--- src/pkg/dpmc_pkg.sv ---
package dpmc_pkg;
	// power modes, one-hot
	typedef enum logic [5:0] {
		DPMC_ACTIVE    = 6'h01,
		DPMC_PERF_IDLE = 6'h02,
		DPMC_ACT_IDLE  = 6'h04,
		DPMC_LP_IDLE   = 6'h08,
		DPMC_STANDBY   = 6'h10,
		DPMC_SLEEP     = 6'h20
	} dpmc_mode_t;

	// mode codes shown on the status port
	localparam logic [2:0] DPMC_CODE_ACTIVE    = 3'h0;
	localparam logic [2:0] DPMC_CODE_PERF_IDLE = 3'h1;
	localparam logic [2:0] DPMC_CODE_ACT_IDLE  = 3'h2;
	localparam logic [2:0] DPMC_CODE_LP_IDLE   = 3'h3;
	localparam logic [2:0] DPMC_CODE_STANDBY   = 3'h4;
	localparam logic [2:0] DPMC_CODE_SLEEP     = 3'h5;

	// command classes decoded from the command byte
	localparam logic [7:0] DPMC_CMD_STANDBY     = 8'he2;
	localparam logic [7:0] DPMC_CMD_STANDBY_ALT = 8'h96;
	localparam logic [7:0] DPMC_CMD_STBY_IMM    = 8'he0;
	localparam logic [7:0] DPMC_CMD_STBY_IMM_ALT= 8'h94;
	localparam logic [7:0] DPMC_CMD_SLEEP       = 8'he6;
	localparam logic [7:0] DPMC_CMD_SLEEP_ALT   = 8'h99;

	// timing
	localparam int DPMC_CLK_MHZ        = 100;
	localparam int DPMC_WAKE_IDLE_MS   = 40;
	localparam int DPMC_WAKE_IDLE_CYC  = DPMC_WAKE_IDLE_MS * 1000 * DPMC_CLK_MHZ;
	localparam int DPMC_SPINUP_MS      = 2000;
	localparam int DPMC_SPINUP_CYC     = DPMC_SPINUP_MS * 1000 * DPMC_CLK_MHZ;
	localparam int DPMC_SETTLE_MS      = 10;
	localparam int DPMC_SETTLE_CYC     = DPMC_SETTLE_MS * 1000 * DPMC_CLK_MHZ;
	localparam int DPMC_STBY_TICKS_W   = 16;
	localparam int DPMC_TICK_MS        = 5000;
	localparam int DPMC_TICK_CYC       = DPMC_TICK_MS * 1000 * DPMC_CLK_MHZ;
endpackage : dpmc_pkg

--- src/pkg/dpmc_wake_if.sv ---
`timescale 1ns/1ps
`default_nettype none
// delay request and done between controller and its wake timer
interface dpmc_wake_if;
	logic        start;
	logic [31:0] cycles;
	logic        busy;
	logic        done;
	modport ctrl (output start, output cycles, input busy, input done);
	modport tmr  (input start, input cycles, output busy, output done);
endinterface : dpmc_wake_if
`default_nettype wire

--- src/dpmc_power_ctrl.sv ---
`timescale 1ns/1ps
`default_nettype none
// Overview of operation
// (RULE_01) ultra dma renames ready and strobe lines
// (RULE_02) soft reset, standby, sleep commands unload heads
// (RULE_03) adaptive idle timeout also unloads heads
// (RULE_04) active while command, flush or read-ahead
// (RULE_05) performance idle serves commands without delay
// (RULE_06) command arrival/completion toggles active and idle
// (RULE_07) active idle answers within 40 ms
// (RULE_08) low power idle answers within 40 ms
// (RULE_09) standby stops spindle, keeps command interface
// (RULE_10) host-programmed inactivity timer enters standby
// (RULE_11) command in standby spins up, then executes
// (RULE_12) sleep only by explicit command
// (RULE_13) only reset leaves sleep
// (RULE_14) host tri-states lines while drive unpowered
// (RULE_15) six-state mode; command returns to active
module dpmc_power_ctrl #(
	parameter int unsigned WAKE_IDLE_CYC = dpmc_pkg::DPMC_WAKE_IDLE_CYC,
	parameter int unsigned SPINUP_CYC    = dpmc_pkg::DPMC_SPINUP_CYC,
	parameter int unsigned SETTLE_CYC    = dpmc_pkg::DPMC_SETTLE_CYC,
	parameter int unsigned TICK_CYC      = dpmc_pkg::DPMC_TICK_CYC,
	parameter int unsigned ADAPT_CYC     = dpmc_pkg::DPMC_SETTLE_CYC
) (
	input  wire logic        sys_clk_i,
	input  wire logic        rst_n_i,
	input  wire logic        cmd_valid_i,
	input  wire logic [7:0]  cmd_code_i,
	input  wire logic        cmd_done_i,
	input  wire logic        soft_reset_i,
	input  wire logic        flush_busy_i,
	input  wire logic        readahead_busy_i,
	input  wire logic        group_done_i,
	input  wire logic        lp_select_i,
	input  wire logic        stby_load_i,
	input  wire logic [15:0] stby_ticks_i,
	input  wire logic        udma_i,
	input  wire logic        udma_read_i,
	input  wire logic        host_rd_n_i,
	input  wire logic        host_wr_n_i,
	input  wire logic        dev_ready_i,
	input  wire logic        dev_strobe_i,
	output logic             cmd_exec_o,
	output logic             cmd_sleep_drop_o,
	output logic             heads_unload_o,
	output logic             spindle_on_o,
	output logic             elec_on_o,
	output logic             if_on_o,
	output logic [2:0]       mode_o,
	output logic             iordy_o,
	output logic             host_strobe_o,
	output logic             host_rdy_n_o,
	output logic             udma_stop_o
);
	dpmc_pkg::dpmc_mode_t mode_r;
	dpmc_pkg::dpmc_mode_t mode_nxt;
	dpmc_wake_if          wk ();

	logic [15:0] stby_reload_r;
	logic [15:0] stby_cnt_r;
	logic [31:0] tick_cnt_r;
	logic [31:0] adapt_cnt_r;
	logic        pend_r;
	logic [7:0]  pend_code_r;
	logic        cmd_busy_r;
	logic        stby_expire;
	logic        adapt_expire;
	logic        busy_any;
	logic        new_cmd;

	function automatic logic is_sleep_cmd(input logic [7:0] c);
		is_sleep_cmd = (c == dpmc_pkg::DPMC_CMD_SLEEP) || (c == dpmc_pkg::DPMC_CMD_SLEEP_ALT);
	endfunction : is_sleep_cmd

	function automatic logic is_unload_cmd(input logic [7:0] c);
		is_unload_cmd = (c == dpmc_pkg::DPMC_CMD_STANDBY) || (c == dpmc_pkg::DPMC_CMD_STANDBY_ALT)
			|| (c == dpmc_pkg::DPMC_CMD_STBY_IMM) || (c == dpmc_pkg::DPMC_CMD_STBY_IMM_ALT)
			|| is_sleep_cmd(c);
	endfunction : is_unload_cmd

	function automatic logic [2:0] mode_code(input dpmc_pkg::dpmc_mode_t m);
		case (m)
			dpmc_pkg::DPMC_ACTIVE:    mode_code = dpmc_pkg::DPMC_CODE_ACTIVE;
			dpmc_pkg::DPMC_PERF_IDLE: mode_code = dpmc_pkg::DPMC_CODE_PERF_IDLE;
			dpmc_pkg::DPMC_ACT_IDLE:  mode_code = dpmc_pkg::DPMC_CODE_ACT_IDLE;
			dpmc_pkg::DPMC_LP_IDLE:   mode_code = dpmc_pkg::DPMC_CODE_LP_IDLE;
			dpmc_pkg::DPMC_STANDBY:   mode_code = dpmc_pkg::DPMC_CODE_STANDBY;
			dpmc_pkg::DPMC_SLEEP:     mode_code = dpmc_pkg::DPMC_CODE_SLEEP;
			default:                  mode_code = dpmc_pkg::DPMC_CODE_ACTIVE;
		endcase
	endfunction : mode_code

	dpmc_wake_timer u_wake (
		.sys_clk_i (sys_clk_i),
		.rst_n_i   (rst_n_i),
		.wk        (wk.tmr)
	);

	// a command in sleep is dropped; only reset wakes the drive
	assign new_cmd  = cmd_valid_i && (mode_r != dpmc_pkg::DPMC_SLEEP); // RULE_13
	assign busy_any = cmd_busy_r || flush_busy_i || readahead_busy_i; // RULE_04
	assign stby_expire  = (stby_reload_r != 16'h0) && (stby_cnt_r == 16'h0) && !busy_any;
	assign adapt_expire = (adapt_cnt_r == 32'h0);

	// wake delay chosen from the mode the command found
	always_comb begin
		wk.start  = 1'b0;
		wk.cycles = 32'h0;
		if (new_cmd && !pend_r && !wk.busy) begin
			case (mode_r)
				dpmc_pkg::DPMC_ACT_IDLE,
				dpmc_pkg::DPMC_LP_IDLE: begin
					wk.start  = 1'b1;
					wk.cycles = WAKE_IDLE_CYC; // RULE_07 RULE_08
				end
				dpmc_pkg::DPMC_STANDBY: begin
					wk.start  = 1'b1;
					wk.cycles = SPINUP_CYC; // RULE_11
				end
				default: begin
					wk.start  = 1'b0;
					wk.cycles = 32'h0;
				end
			endcase
		end
	end

	always_comb begin
		mode_nxt = mode_r;
		case (mode_r)
			dpmc_pkg::DPMC_ACTIVE: begin
				if (cmd_done_i && cmd_busy_r && is_sleep_cmd(pend_code_r))
					mode_nxt = dpmc_pkg::DPMC_SLEEP; // RULE_12
				else if (cmd_done_i && cmd_busy_r && is_unload_cmd(pend_code_r))
					mode_nxt = dpmc_pkg::DPMC_STANDBY; // RULE_02
				else if (!busy_any && !pend_r)
					mode_nxt = dpmc_pkg::DPMC_PERF_IDLE; // RULE_06
			end
			dpmc_pkg::DPMC_PERF_IDLE: begin
				if (new_cmd || busy_any)
					mode_nxt = dpmc_pkg::DPMC_ACTIVE; // RULE_05 RULE_06
				else if (stby_expire)
					mode_nxt = dpmc_pkg::DPMC_STANDBY; // RULE_10
				else if (group_done_i || adapt_expire)
					mode_nxt = lp_select_i ? dpmc_pkg::DPMC_LP_IDLE : dpmc_pkg::DPMC_ACT_IDLE; // RULE_03
			end
			dpmc_pkg::DPMC_ACT_IDLE,
			dpmc_pkg::DPMC_LP_IDLE,
			dpmc_pkg::DPMC_STANDBY: begin
				if (wk.done)
					mode_nxt = dpmc_pkg::DPMC_ACTIVE; // RULE_15
				else if (stby_expire && mode_r != dpmc_pkg::DPMC_STANDBY && !pend_r)
					mode_nxt = dpmc_pkg::DPMC_STANDBY; // RULE_10
			end
			dpmc_pkg::DPMC_SLEEP: begin
				mode_nxt = dpmc_pkg::DPMC_SLEEP; // RULE_13
			end
			default: mode_nxt = dpmc_pkg::DPMC_ACTIVE;
		endcase
		if (soft_reset_i)
			mode_nxt = dpmc_pkg::DPMC_PERF_IDLE; // RULE_13
	end

	always_ff @(posedge sys_clk_i or negedge rst_n_i) begin
		if (!rst_n_i)
			mode_r <= dpmc_pkg::DPMC_ACTIVE;
		else
			mode_r <= mode_nxt;
	end

	// command capture; held while waking, issued once active
	always_ff @(posedge sys_clk_i or negedge rst_n_i) begin
		if (!rst_n_i) begin
			pend_r      <= 1'b0;
			pend_code_r <= 8'h0;
			cmd_busy_r  <= 1'b0;
			cmd_exec_o  <= 1'b0;
		end else begin
			cmd_exec_o <= 1'b0;
			if (soft_reset_i) begin
				pend_r     <= 1'b0;
				cmd_busy_r <= 1'b0;
			end else if (new_cmd && !pend_r && !cmd_busy_r) begin
				pend_code_r <= cmd_code_i;
				pend_r      <= 1'b1;
			end else if (pend_r && mode_r == dpmc_pkg::DPMC_ACTIVE) begin
				pend_r     <= 1'b0;
				cmd_busy_r <= 1'b1;
				cmd_exec_o <= 1'b1; // RULE_05
			end else if (cmd_busy_r && cmd_done_i) begin
				cmd_busy_r <= 1'b0;
			end
		end
	end

	always_ff @(posedge sys_clk_i or negedge rst_n_i) begin
		if (!rst_n_i)
			cmd_sleep_drop_o <= 1'b0;
		else
			cmd_sleep_drop_o <= cmd_valid_i && (mode_r == dpmc_pkg::DPMC_SLEEP); // RULE_13
	end

	// standby timer counts in ticks only while no command is processed
	always_ff @(posedge sys_clk_i or negedge rst_n_i) begin
		if (!rst_n_i) begin
			stby_reload_r <= 16'h0;
			stby_cnt_r    <= 16'h0;
			tick_cnt_r    <= 32'h0;
		end else begin
			if (stby_load_i)
				stby_reload_r <= stby_ticks_i; // RULE_10
			if (stby_load_i || busy_any || pend_r || mode_r == dpmc_pkg::DPMC_STANDBY) begin
				stby_cnt_r <= stby_load_i ? stby_ticks_i : stby_reload_r;
				tick_cnt_r <= 32'h0;
			end else if (stby_cnt_r != 16'h0) begin
				if (tick_cnt_r >= TICK_CYC - 1) begin
					tick_cnt_r <= 32'h0;
					stby_cnt_r <= stby_cnt_r - 16'h1; // RULE_10
				end else begin
					tick_cnt_r <= tick_cnt_r + 32'h1;
				end
			end
		end
	end

	// short inactivity window before the adaptive idle step
	always_ff @(posedge sys_clk_i or negedge rst_n_i) begin
		if (!rst_n_i)
			adapt_cnt_r <= 32'h0;
		else if (mode_r != dpmc_pkg::DPMC_PERF_IDLE)
			adapt_cnt_r <= ADAPT_CYC;
		else if (adapt_cnt_r != 32'h0)
			adapt_cnt_r <= adapt_cnt_r - 32'h1; // RULE_03
	end

	// power outputs follow the mode
	always_ff @(posedge sys_clk_i or negedge rst_n_i) begin
		if (!rst_n_i) begin
			spindle_on_o   <= 1'b1;
			elec_on_o      <= 1'b1;
			if_on_o        <= 1'b1;
			heads_unload_o <= 1'b0;
			mode_o         <= dpmc_pkg::DPMC_CODE_ACTIVE;
		end else begin
			mode_o       <= mode_code(mode_nxt);
			spindle_on_o <= !(mode_nxt inside {dpmc_pkg::DPMC_STANDBY, dpmc_pkg::DPMC_SLEEP}); // RULE_09
			elec_on_o    <= mode_nxt inside {dpmc_pkg::DPMC_ACTIVE, dpmc_pkg::DPMC_PERF_IDLE};
			if_on_o      <= (mode_nxt != dpmc_pkg::DPMC_SLEEP); // RULE_09
			heads_unload_o <= soft_reset_i || (mode_nxt inside {dpmc_pkg::DPMC_ACT_IDLE,
				dpmc_pkg::DPMC_LP_IDLE, dpmc_pkg::DPMC_STANDBY, dpmc_pkg::DPMC_SLEEP}); // RULE_02 RULE_03
		end
	end

	// ultra dma reuse of the ready and strobe lines
	always_ff @(posedge sys_clk_i or negedge rst_n_i) begin
		if (!rst_n_i) begin
			iordy_o       <= 1'b1;
			host_strobe_o <= 1'b1;
			host_rdy_n_o  <= 1'b1;
			udma_stop_o   <= 1'b0;
		end else if (udma_i) begin
			// stop is active high: the write line level passes as is
			udma_stop_o   <= host_wr_n_i; // RULE_01
			host_strobe_o <= udma_read_i ? 1'b1 : host_rd_n_i; // RULE_01
			host_rdy_n_o  <= udma_read_i ? host_rd_n_i : 1'b1; // RULE_01
			iordy_o       <= udma_read_i ? dev_strobe_i : !dev_ready_i; // RULE_01
		end else begin
			udma_stop_o   <= 1'b0;
			host_strobe_o <= 1'b1;
			host_rdy_n_o  <= 1'b1;
			iordy_o       <= dev_ready_i;
		end
	end
endmodule : dpmc_power_ctrl
`default_nettype wire

--- src/dpmc_wake_timer.sv ---
`timescale 1ns/1ps
`default_nettype none
module dpmc_wake_timer (
	input  wire logic        sys_clk_i,
	input  wire logic        rst_n_i,
	dpmc_wake_if.tmr         wk
);
	logic [31:0] cnt_r;
	logic        busy_r;
	logic        done_r;

	assign wk.busy = busy_r;
	assign wk.done = done_r;

	always_ff @(posedge sys_clk_i or negedge rst_n_i) begin
		if (!rst_n_i) begin
			cnt_r  <= 32'h0;
			busy_r <= 1'b0;
			done_r <= 1'b0;
		end else begin
			done_r <= 1'b0;
			if (wk.start) begin
				cnt_r  <= (wk.cycles > 32'h1) ? wk.cycles - 32'h1 : 32'h0;
				busy_r <= (wk.cycles > 32'h1);
				done_r <= (wk.cycles <= 32'h1);
			end else if (busy_r) begin
				if (cnt_r <= 32'h1) begin
					busy_r <= 1'b0;
					done_r <= 1'b1;
					cnt_r  <= 32'h0;
				end else begin
					cnt_r <= cnt_r - 32'h1;
				end
			end
		end
	end
endmodule : dpmc_wake_timer
`default_nettype wire

--- config.mk ---
export PLATFORM = sky130hd
export DESIGN_NAME = dpmc_power_ctrl
export DESIGN_NICKNAME = d
export VERILOG_FILES = /design/src/pkg/dpmc_pkg.sv /design/src/pkg/dpmc_wake_if.sv /design/src/dpmc_power_ctrl.sv /design/src/dpmc_wake_timer.sv
export SDC_FILE = /design/constraint.sdc
export NUM_CORES = 1
export LEC_CHECK = 0
export BUFFER_PORTS_ARGS = -buffer_cell sky130_fd_sc_hd__buf_2
export CAP_MARGIN = 20
export CORE_ASPECT_RATIO = 1.25
export CORE_UTILIZATION = 59
export DETAILED_ROUTE_END_ITERATION = 8
export GPL_TIMING_DRIVEN = 0
export PLACE_DENSITY = 0.76
export SLEW_MARGIN = 20
export SYNTH_ARGS = -nofsm -noshare
export SYNTH_HDL_FRONTEND = slang
export SYNTH_SLANG_ARGS = --single-unit
--- constraint.sdc ---
create_clock -name sys_clk_i -period 5.45 [get_ports sys_clk_i]
set_input_delay 0.8175 -clock sys_clk_i [delete_from_list [all_inputs] [get_ports sys_clk_i]]
set_output_delay 0.8175 -clock sys_clk_i [all_outputs]
set_load 0.02 [all_outputs]
After elaboration in Yosys (flattened, before gate mapping)
Index checks and enable logic that the tools add are counted.
Widths: inputs -> output; s select.
- shift-type cells: 0
- add/sub/neg operators: 5
- reductions and logical operators: 52
- muxes and demuxes: 52
- bitwise logic cells: 1
- multiply operators: 0
- equal/unequal tests: 23
- div/mod/pow operators: 0
- magnitude comparators: 4
- operators with widths (operator ; count):
    $mux 32 ; 10
    $sub 32x1->32 const B ; 3
    $le 32x1->1 const B ; 2
    $mux 16 ; 4
    $pmux 28 s2 ; 1
    $mux 6 ; 9
    $eq 8x8->1 const B ; 6
    $add 32x1->32 const B ; 1
    $ge 32x29->1 const B ; 1
    $gt 32x1->1 const B ; 1
    $logic_not 32->1 ; 1
    $reduce_bool 16->1 ; 2
    $reduce_bool 32->1 ; 1
    $mux 1 ; 25
    $pmux 6 s4 ; 1
    $logic_not 16->1 ; 1
    $sub 16x1->16 const B ; 1
    $pmux 3 s5 ; 1
    $logic_and 1x1->1 ; 14
    $logic_or 1x1->1 ; 13
    $eq 6x1->1 const B ; 2
    $eq 6x2->1 const B ; 2
    $eq 6x3->1 const B ; 2
    $eq 6x4->1 const B ; 2
    other kinds (15) ; 31
- memories kept: 0
- bits of input ports: 40
- latch bits: 0
- logic and storage cells: 159
- memory bits (writable): 0
- register bits: 159
- bits in read-only memories: 0

Depth between registers and ports, before layout
Gate-level depths: netlist of run 1.
- depth in word-level cells: 13
- gate-level depth with buffers: 10
- depth with buffers taken out: 8

Hierarchy
A second synthesis of run 1 with hierarchy kept.
- cell total of the unflattened synthesis: 1015
- area total of the unflattened synthesis: 9287.7 um^2
- by module, submodules not included (module ; instances ; area an instance (um^2) ; cells an instance):
    dpmc_power_ctrl ; 1 ; 6530.0 ; 683
    dpmc_wake_timer ; 1 ; 2757.6 ; 332

Least setup slack after synthesis of run 1
OpenSTA, ideal clock, no wires.
- kind: in2reg
- start: in flush_busy_i
- end: reg stby_cnt_r[9]
- path slack: 2.723 ns
- data arrival time: 2.601 ns
- stages on the path: 8
- library setup time: 0.126 ns
- buffers on the path: 2
- data required time: 5.324 ns
- cell sequence: or4_4 a311o_1 or3_1 clkbuf_1 clkbuf_1 o21a_1 a21oi_1 a21oi_1
- word-level cells in the longest chain between the ends: 7
- elaborated cells on any way between the ends: 9
- classes of those cells: mux: 1; reduce/logical: 8
- RTL lines (what ; line ; text):
    start: declaration ; dpmc_power_ctrl.sv:32 ; input wire logic flush_busy_i,
    $logic_or 1x1->1 (*) (2 in a row) ; dpmc_power_ctrl.sv:102 ; assign busy_any = cmd_busy_r || flush_busy_i || readahead_busy_i;
    $logic_or 1x1->1 (*) (3 in a row) ; dpmc_power_ctrl.sv:213 ; if (stby_load_i || busy_any || pend_r || mode_r == dpmc_pkg::DPMC_STANDBY) begin
    $reduce_bool 2->1 (no source line) ; -- ;
    $reduce_and 2->1 (no source line) ; -- ;
    end signal: assignment ; dpmc_power_ctrl.sv:214 ; stby_cnt_r <= stby_load_i ? stby_ticks_i : stby_reload_r;
    end signal: assignment ; dpmc_power_ctrl.sv:219 ; stby_cnt_r <= stby_cnt_r - 16'h1;
    end: declaration ; dpmc_power_ctrl.sv:61 ; logic [15:0] stby_cnt_r;
Every way passes the cells marked *; elsewhere a longest branch is shown, timed or not.
A chain may end at the register's enable or synchronous reset.

Worst setup path after layout of run 1
- start: reg pend_r
- end: reg stby_cnt_r[15]
- word-level cells in the longest chain between the ends: 4
- elaborated cells on any way between the ends: 6
- classes of those cells: mux: 1; reduce/logical: 5
- RTL lines (what ; line ; text):
    start: declaration ; dpmc_power_ctrl.sv:64 ; logic pend_r;
    start signal: assignment ; dpmc_power_ctrl.sv:175 ; pend_r <= 1'b0;
    start signal: assignment ; dpmc_power_ctrl.sv:182 ; pend_r <= 1'b0;
    start signal: assignment ; dpmc_power_ctrl.sv:186 ; pend_r <= 1'b1;
    $logic_or 1x1->1 (*) (2 in a row) ; dpmc_power_ctrl.sv:213 ;
    $reduce_bool 2->1 (no source line) ; -- ;
    $reduce_and 2->1 (no source line) ; -- ;
Marked as above.

==> results of run 1 <==
## metrics by stage
| stage | total power, uW | instance area (um2) | hold WS [ns] |
|---|---|---|---|
| after floorplan | 1534 | 8675 | 0.4420 |
| after global placement | 1635 | 9153 | 0.4795 |
| after detailed placement | 1647 | 9190 | 0.4809 |
| after CTS | 2835 | 9784 | 0.3751 |
| after global routing | 2917 | 9784 | 0.3736 |
| final | 2820 | 9784 | 0.3460 |
## flip-flops by register name, indices dropped and copies added (netlist names), 3 cells and up
name	count
tick_cnt_r	32
mode_r	6
mode_o	3
stby_reload_r	16
adapt_cnt_r	32
u_wake.cnt_r	32
stby_cnt_r	16
pend_code_r	8
## worst min-delay path by stage
| stage | startpoint | to | slack, ns | cells after the start |
|---|---|---|---|---|
| final | rst_n_i | tick_cnt_r[12]$_DFFE_PN0P_ | 0.35 | 1 |
| after floorplan | u_wake.cnt_r[31]$_DFFE_PN0P_ | u_wake.cnt_r[31]$_DFFE_PN0P_ | 0.44 | 1 |
| after global routing | rst_n_i | tick_cnt_r[12]$_DFFE_PN0P_ | 0.37 | 1 |
| after detailed placement | u_wake.cnt_r[31]$_DFFE_PN0P_ | u_wake.cnt_r[31]$_DFFE_PN0P_ | 0.48 | 1 |
| after global placement | tick_cnt_r[31]$_DFFE_PN0P_ | tick_cnt_r[31]$_DFFE_PN0P_ | 0.48 | 2 |
| after CTS | rst_n_i | tick_cnt_r[12]$_DFFE_PN0P_ | 0.38 | 1 |
## per-layer routing
metal / vias to the layer above / GRT usage (%)
li1: 3533 / -
met1: 3590 / 32.40
met2: 207 / 49.69
met3: 30 / 5.631
met4: 0 / 10.89
met5: - / 0
## cells in the final DEF, fill, tap and decap left out, types with 25 or more instances in the layout
cell	n
dfrtp_1	152
nor2_1	115
buf_2	67
o21ai_0	65
a21oi_1	49
nand2_1	47
nor3_1	42
nor4_1	36
clkbuf_1	29
nand3_1	29
xor2_1	29
mux2_2	25
## power by group through the flow
| stage | registers [uW] | logic (uW) | clock network [uW] |
|---|---|---|---|
| floorplan | 1320 | 209 | 0 |
| global placement | 1330 | 303 | 0 |
| detailed placement | 1330 | 314 | 0 |
| CTS | 1310 | 315 | 1210 |
| global route | 1330 | 349 | 1240 |
| finish | 1320 | 313 | 1190 |
## cell type report
cell class              count  area, um2
flip-flops and latches    159       3988
fillers                  1180       4562
clock buffers              22      484.2
multi-input cells         685       4395
repair buffers             52      292.8
clock inverters            10      110.1
plain buffers              46      201.4
well taps                 178      222.7
inverters                  24      90.09
## cells by family (layout without fill, tap and decap cells)
logic type	after synthesis	after routing
AO/OA/AOI/OAI	219	219
adder cells (fa/ha/maj)	9	9
AND/OR/NAND/NOR	383	383
multiplexers	30	30
flip-flops	159	159
buffers and inverters	70	154
XOR/XNOR	44	44
==> results.py, run 1 <==
metrics = {
    "worst_setup_path": {
        "crit_start": "pend_r$_DFFE_PN0P_",
        "r2r_slack_ns": 2.59,
        "cpPeakStageDelay_ns": 0.56,
        "setup.worst_path.end": "stby_cnt_r[15]$_DFFE_PN0P_",
        "regToRegEndpoint": "stby_cnt_r[15]$_DFFE_PN0P_",
        "crit_top_cell": "a21oi_1",
        "crit_family": "simple AND/OR/NAND/NOR gates",
        "required_ns": 5.74,
        "crit_chain": "buf_2 -> or4_4 -> a311o_1 -> nor3_2 -> clkbuf_1 -> nor2_1 -> a21oi_1 -> a21oi_1",
        "r2r_start": "pend_r$_DFFE_PN0P_",
        "critPathSlowestCell": "or4_4",
        "cp-end-kind": "register",
        "cp_num_cells": 8,
        "worstSetupStartpointType": "register",
        "crit_fanout": 10,
        "worstPathArrival_ns": 3.15,
        "path_buf_inv": 2,
        "worst-setup-path-type": "reg -> reg",
        "reg2reg_depth": 8,
    },
    "logic_synthesis": {
        "synth_top_family_by_area": "simple AND/OR/NAND/NOR gates",
        "synth_area_leaders": "dfrtp_1, nor2_1, o21ai_0, mux2_2, xor2_1",
        "syn-cell-area_um2": 8675,
        "async_reset_ff_share_pct": 100.0,
        "dominantRegCellSynth": "dfrtp_1",
        "synthTopCellsByCount": "dfrtp_1, nor2_1, o21ai_0",
        "syn_inst": 914,
        "synth_compound_area_share_pct": 17.24,
        "ys_ff_latch": 159,
        "synthMuxAreaShare_pct": 3.822,
        "synth_top_cell_by_area": "dfrtp_1",
        "avgSynthCellArea_um2": 9.491,
        "synth.most_common_cell": "dfrtp_1",
        "synth_edf_count": 0,
        "synth_warnings": 0,
        "synth_cell_types": 83,
        "synth-adder-area-share_pct": 1.298,
        "synthesis.nets": 963,
        "synth-simple-area-share_pct": 23.87,
        "synth_xor_area_share_pct": 4.443,
        "synth_top_area_share_pct": 43.85,
        "yosysSeqAreaShare_pct": 45.97,
    },
    "power": {
        "sw_frac_of_total_pct": 25.61,
        "pwr-share-seq_pct": 46.7,
        "internal_power_uw": 2098,
        "pwr-share-comb_pct": 11.1,
        "peakVddDrop_uv": 213.9,
        "power_leakage_uw": 0.004012,
        "pwr-share-clk_pct": 42.3,
        "switchingPower_uw": 722.4,
        "power-per-cell-area_nw_per_um2": 288.3,
    },
    "die": {
        "start_util_pct": 60.47,
        "row_count": 49,
        "ios": 53,
        "die_w_um": 110.5,
        "dieHeight_um": 137.6,
        "core_area_um2": 14350,
        "die_area_um2": 15190,
    },
    "finish": {
        "area_growth_pct": 12.79,
        "drive_above_1_share_pct": 16.73,
        "num_antenna_cells": 0,
        "nets": 1034,
        "final_util_pct": 68.20,
        "final_cells": 1176,
    },
    "timing": {
        "worst_pin_slew_ns": 1.110,
        "setup_ws_ns": 2.594,
        "tns_ns": 0,
        "min_period_ns": 2.856,
        "finalHoldViolCount": 0,
        "setup_violations": 0,
        "slew_headroom_pct": 25.34,
        "min_period_over_period_pct": 52.40,
        "maxSlewViolCount": 0,
        "rsz0062_at_grt": "false",
        "fmax_ghz": 0.3502,
        "skew_ns": 0.009131,
    },
    "worst_hold_path": {
        "hold_class": "in -> async",
    },
    "placement": {
        "dp_slack_ns": 2.240,
        "gp_congestion": 0.8875,
        "dp.cells": 1144,
        "post-dp-hpwl_mm": 14.26,
        "io_buffers": 51,
    },
    "global_route": {
        "grt_max_degree": 85,
        "antenna_found_initial": 1,
        "grt_pass1_wl_mm": 33.35,
        "grt_usage_pct": 27.58,
        "grt_pass1_vias": 7059,
        "overflow": 0,
    },
    "cts": {
        "cts.path.max_buffers": 2,
        "cts_resized": 0,
        "cts_num_sinks": 159,
        "insertion_delay_ns": 0.43,
        "cts_tree": "done",
        "postCtsSetupBuffers": 0,
        "cts-root-buf": "clkbuf_16",
        "cts_buffers": 17,
        "h-tree-depth": 4,
        "clk_pin_slew_ns": 0.06,
        "cts_hold_buf": 0,
    },
    "routing": {
        "m1WireLength_mm": 8.423,
        "drtAntennaViolNets": 0,
        "drc": 0,
        "routed.top_layer": "met4",
        "wl_mm": 20.55,
        "drt_iter0_drc": 490,
        "firstDrtPassIters": 5,
        "route.met3.wl_um": 912,
        "vias": 7360,
        "wire_per_inst_um": 17.47,
        "vias_per_cell": 6.259,
        "dr_wl_met2_mm": 10.77,
    },
    "outcome": {
        "status": "complete, no violations",
    },
    "flow_run": {
        "cap_viol_max_count": 0,
    },
}
No activity file was read; power rests on OpenSTA's default activity.
==> run 2: changes to the inputs <==
Settings changed: CORE_UTILIZATION 59 to 55, PLACE_DENSITY 0.76 to 0.74.
Clock period 5.45 ns to 2.48 ns, I/O delays scaled along.
==> run 2 against run 1 <==
Effect of this change: the run now ends with setup timing left; cell area rose by 11%; setup slack got worse by 2.6 ns; via count rose by 6.5%; utilization rose by 3.4 points; fmax rose by 14%; die area rose by 7.1%; critical endpoint is now tick_cnt_r[4]$_DFFE_PN0P_.
==> results.py, run 2 (synthesized netlist as in run 1, its figures left out) <==
metrics = {
    "outcome": {
        "status": "complete, but fails checks",
        "violations": "setup timing",
    },
    "routing": {
        "wl_mm": 22.91,
        "firstDrtPassIters": 5,
        "drt_iter0_drc": 792,
        "wire_per_inst_um": 18.18,
        "drtAntennaViolNets": 0,
        "vias": 7842,
        "drc": 0,
        "vias_per_cell": 6.224,
    },
    "power": {
        "internal_power_uw": 4878,
        "power_leakage_uw": 0.004503,
        "pwr-share-seq_pct": 44.3,
        "sw_frac_of_total_pct": 25.46,
        "finalPower_uw": 6544,
        "pwr-share-clk_pct": 43.9,
        "peakVddDrop_uv": 494.9,
        "pwr-share-comb_pct": 11.8,
        "switchingPower_uw": 1666,
        "power-per-cell-area_nw_per_um2": 601.1,
    },
    "die": {
        "core_area_um2": 15200,
        "dieHeight_um": 142.4,
        "row_count": 50,
        "die_w_um": 114.3,
        "start_util_pct": 57.06,
        "die_area_um2": 16280,
        "ios": 53,
    },
    "finish": {
        "nets": 1087,
        "final_cell_area_um2": 10890,
        "area_growth_pct": 25.50,
        "layout_commonest_cell": "dfrtp_1",
        "final_cells": 1260,
        "mostFrequentLayoutCells": "dfrtp_1, nor2_1, o21ai_0",
        "top_regs": "adapt_cnt_r: 32 flops, tick_cnt_r: 32 flops, u_wake.cnt_r: 32 flops",
        "drive_above_1_share_pct": 27.02,
    },
    "cts": {
        "cts-root-buf": "clkbuf_16",
        "insertion_delay_ns": 0.43,
        "cts_buffers": 17,
        "cts_num_sinks": 159,
        "h-tree-depth": 4,
        "cts.path.max_buffers": 2,
        "clk_pin_slew_ns": 0.06,
        "cts_tree": "done",
    },
    "timing": {
        "setup_ws_ns": -0.02702,
        "tns_ns": -0.04368,
        "skew_ns": 0.008579,
        "setup_violations": 3,
        "worst_pin_slew_ns": 0.6998,
        "min_period_ns": 2.507,
        "finalHoldViolCount": 0,
        "fmax_ghz": 0.3989,
        "slew_headroom_pct": 53.34,
        "rsz0062_at_grt": "true",
        "maxSlewViolCount": 0,
        "min_period_over_period_pct": 101.1,
    },
    "worst_setup_path": {
        "r2r_slack_ns": -0.03,
        "worstSetupStartpointType": "register",
        "cp-end-kind": "register",
        "worstPathArrival_ns": 2.88,
        "required_ns": 2.85,
        "crit_chain": "or4_4 -> a311o_2 -> a211oi_4 -> a31oi_4 -> buf_6 -> nor4_1 -> a21o_1",
        "crit_fanout": 8,
        "cpPeakStageDelay_ns": 0.57,
        "critPathSlowestCell": "or4_4",
        "worst-setup-path-type": "reg -> reg",
    },
    "global_route": {
        "grt_usage_pct": 28.07,
        "grt_max_degree": 57,
        "grt_pass1_wl_mm": 35.83,
        "overflow": 0,
        "antenna_found_initial": 0,
        "grt_pass1_vias": 7392,
    },
    "placement": {
        "gp_congestion": 0.8820,
        "post_dp_cell_area_um2": 9261,
        "io_buffers": 51,
        "dp_slack_ns": -0.3899,
        "dp.cells": 1175,
        "post-dp-hpwl_mm": 14.32,
    },
    "worst_hold_path": {
        "hold_class": "in -> reg",
    },
    "flow_run": {
        "cap_viol_max_count": 0,
    },
}
## run 2: cell count changes in the layout (fill, tap and decap cells not counted), moves of 6 or more
cell | previous run | this run
or4_1 | 14 | 7
buf_4 | 0 | 48
buf_6 | 1 | 14
o21ai_0 | 65 | 58
nor4_1 | 36 | 26
nor2_2 | 1 | 8
clkbuf_1 | 29 | 14
nor4_4 | 1 | 8
o21ai_1 | 1 | 7
or4_4 | 3 | 10
clkbuf_2 | 0 | 8
buf_2 | 67 | 54
nor2_1 | 115 | 107
## run 2: power groups by stage
stage | sequential (uW) | clock [uW] | combinational [uW]
after global placement | 2930 | 0 | 665
after floorplan | 2910 | 0 | 458
after detailed placement | 2930 | 0 | 694
after global routing | 2920 | 3010 | 855
final | 2900 | 2870 | 774
after CTS | 2890 | 2900 | 734
## run 2: per-layer routing
metal	part of all wire (%)	GRT usage [%]	up-vias	wire [um]
met5	0	0	-	0
li1	-	-	3637	-
met2	52	47.81	320	11830
met1	40	35.20	3833	9158
met3	6.2	5.281	52	1411
met4	2.2	11.07	0	511
## run 2: repair_timing
item                                    CTS  global route
endpoints found under the setup margin  117           111
hold endpoints to repair                 42             0
buffers inserted                         29            22
gates cloned                              2             2
hold buffers                              1             0
resized for setup                        59            84
pin swaps                                15            29
## run 2: worst paths after layout
check	from	end	cells after the start
worst min-delay path	udma_i	iordy_o$_DFF_PN1_	2
min in group asynchronous	rst_n_i	adapt_cnt_r[2]$_DFFE_PN0P_	2
worst max-delay path	cmd_busy_r$_DFFE_PN0P_	tick_cnt_r[4]$_DFFE_PN0P_	7
max in group asynchronous	rst_n_i	u_wake.cnt_r[4]$_DFFE_PN0P_	3
worst min register to register	u_wake.cnt_r[31]$_DFFE_PN0P_	u_wake.cnt_r[31]$_DFFE_PN0P_	1
worst max register to register	cmd_busy_r$_DFFE_PN0P_	tick_cnt_r[4]$_DFFE_PN0P_	7
## run 2: stage by stage
stage / hold WS, ns / util (%)
after floorplan: 0.07641 / -
after global placement: 0.4648 / 60.45
after detailed placement: 0.3086 / 60.92
after CTS: 0.1117 / 68.47
after global routing: 0.1448 / 71.60
final: 0.1231 / 71.61
## run 2: worst max-delay path: cells and delay by family (launching register included)
kind | cells | cell delay [ns]
flops | 1 | 0.40
compound gates | 4 | 0.93
simple gates | 2 | 0.89
buf+inv | 1 | 0.21
## run 2: area by class of cell
type / count / area (um2)
Timing Repair Buffer: 109 / 842.1
Clock buffer: 20 / 436.7
Clock inverter: 12 / 210.2
Inverter: 24 / 90.09
Antenna cell: 1 / 2.502
Fill cell: 1111 / 4315
Buffer: 42 / 294.0
Multi-Input combinational cell: 685 / 4760
Tap cell: 208 / 260.3
Sequential cell: 159 / 3991
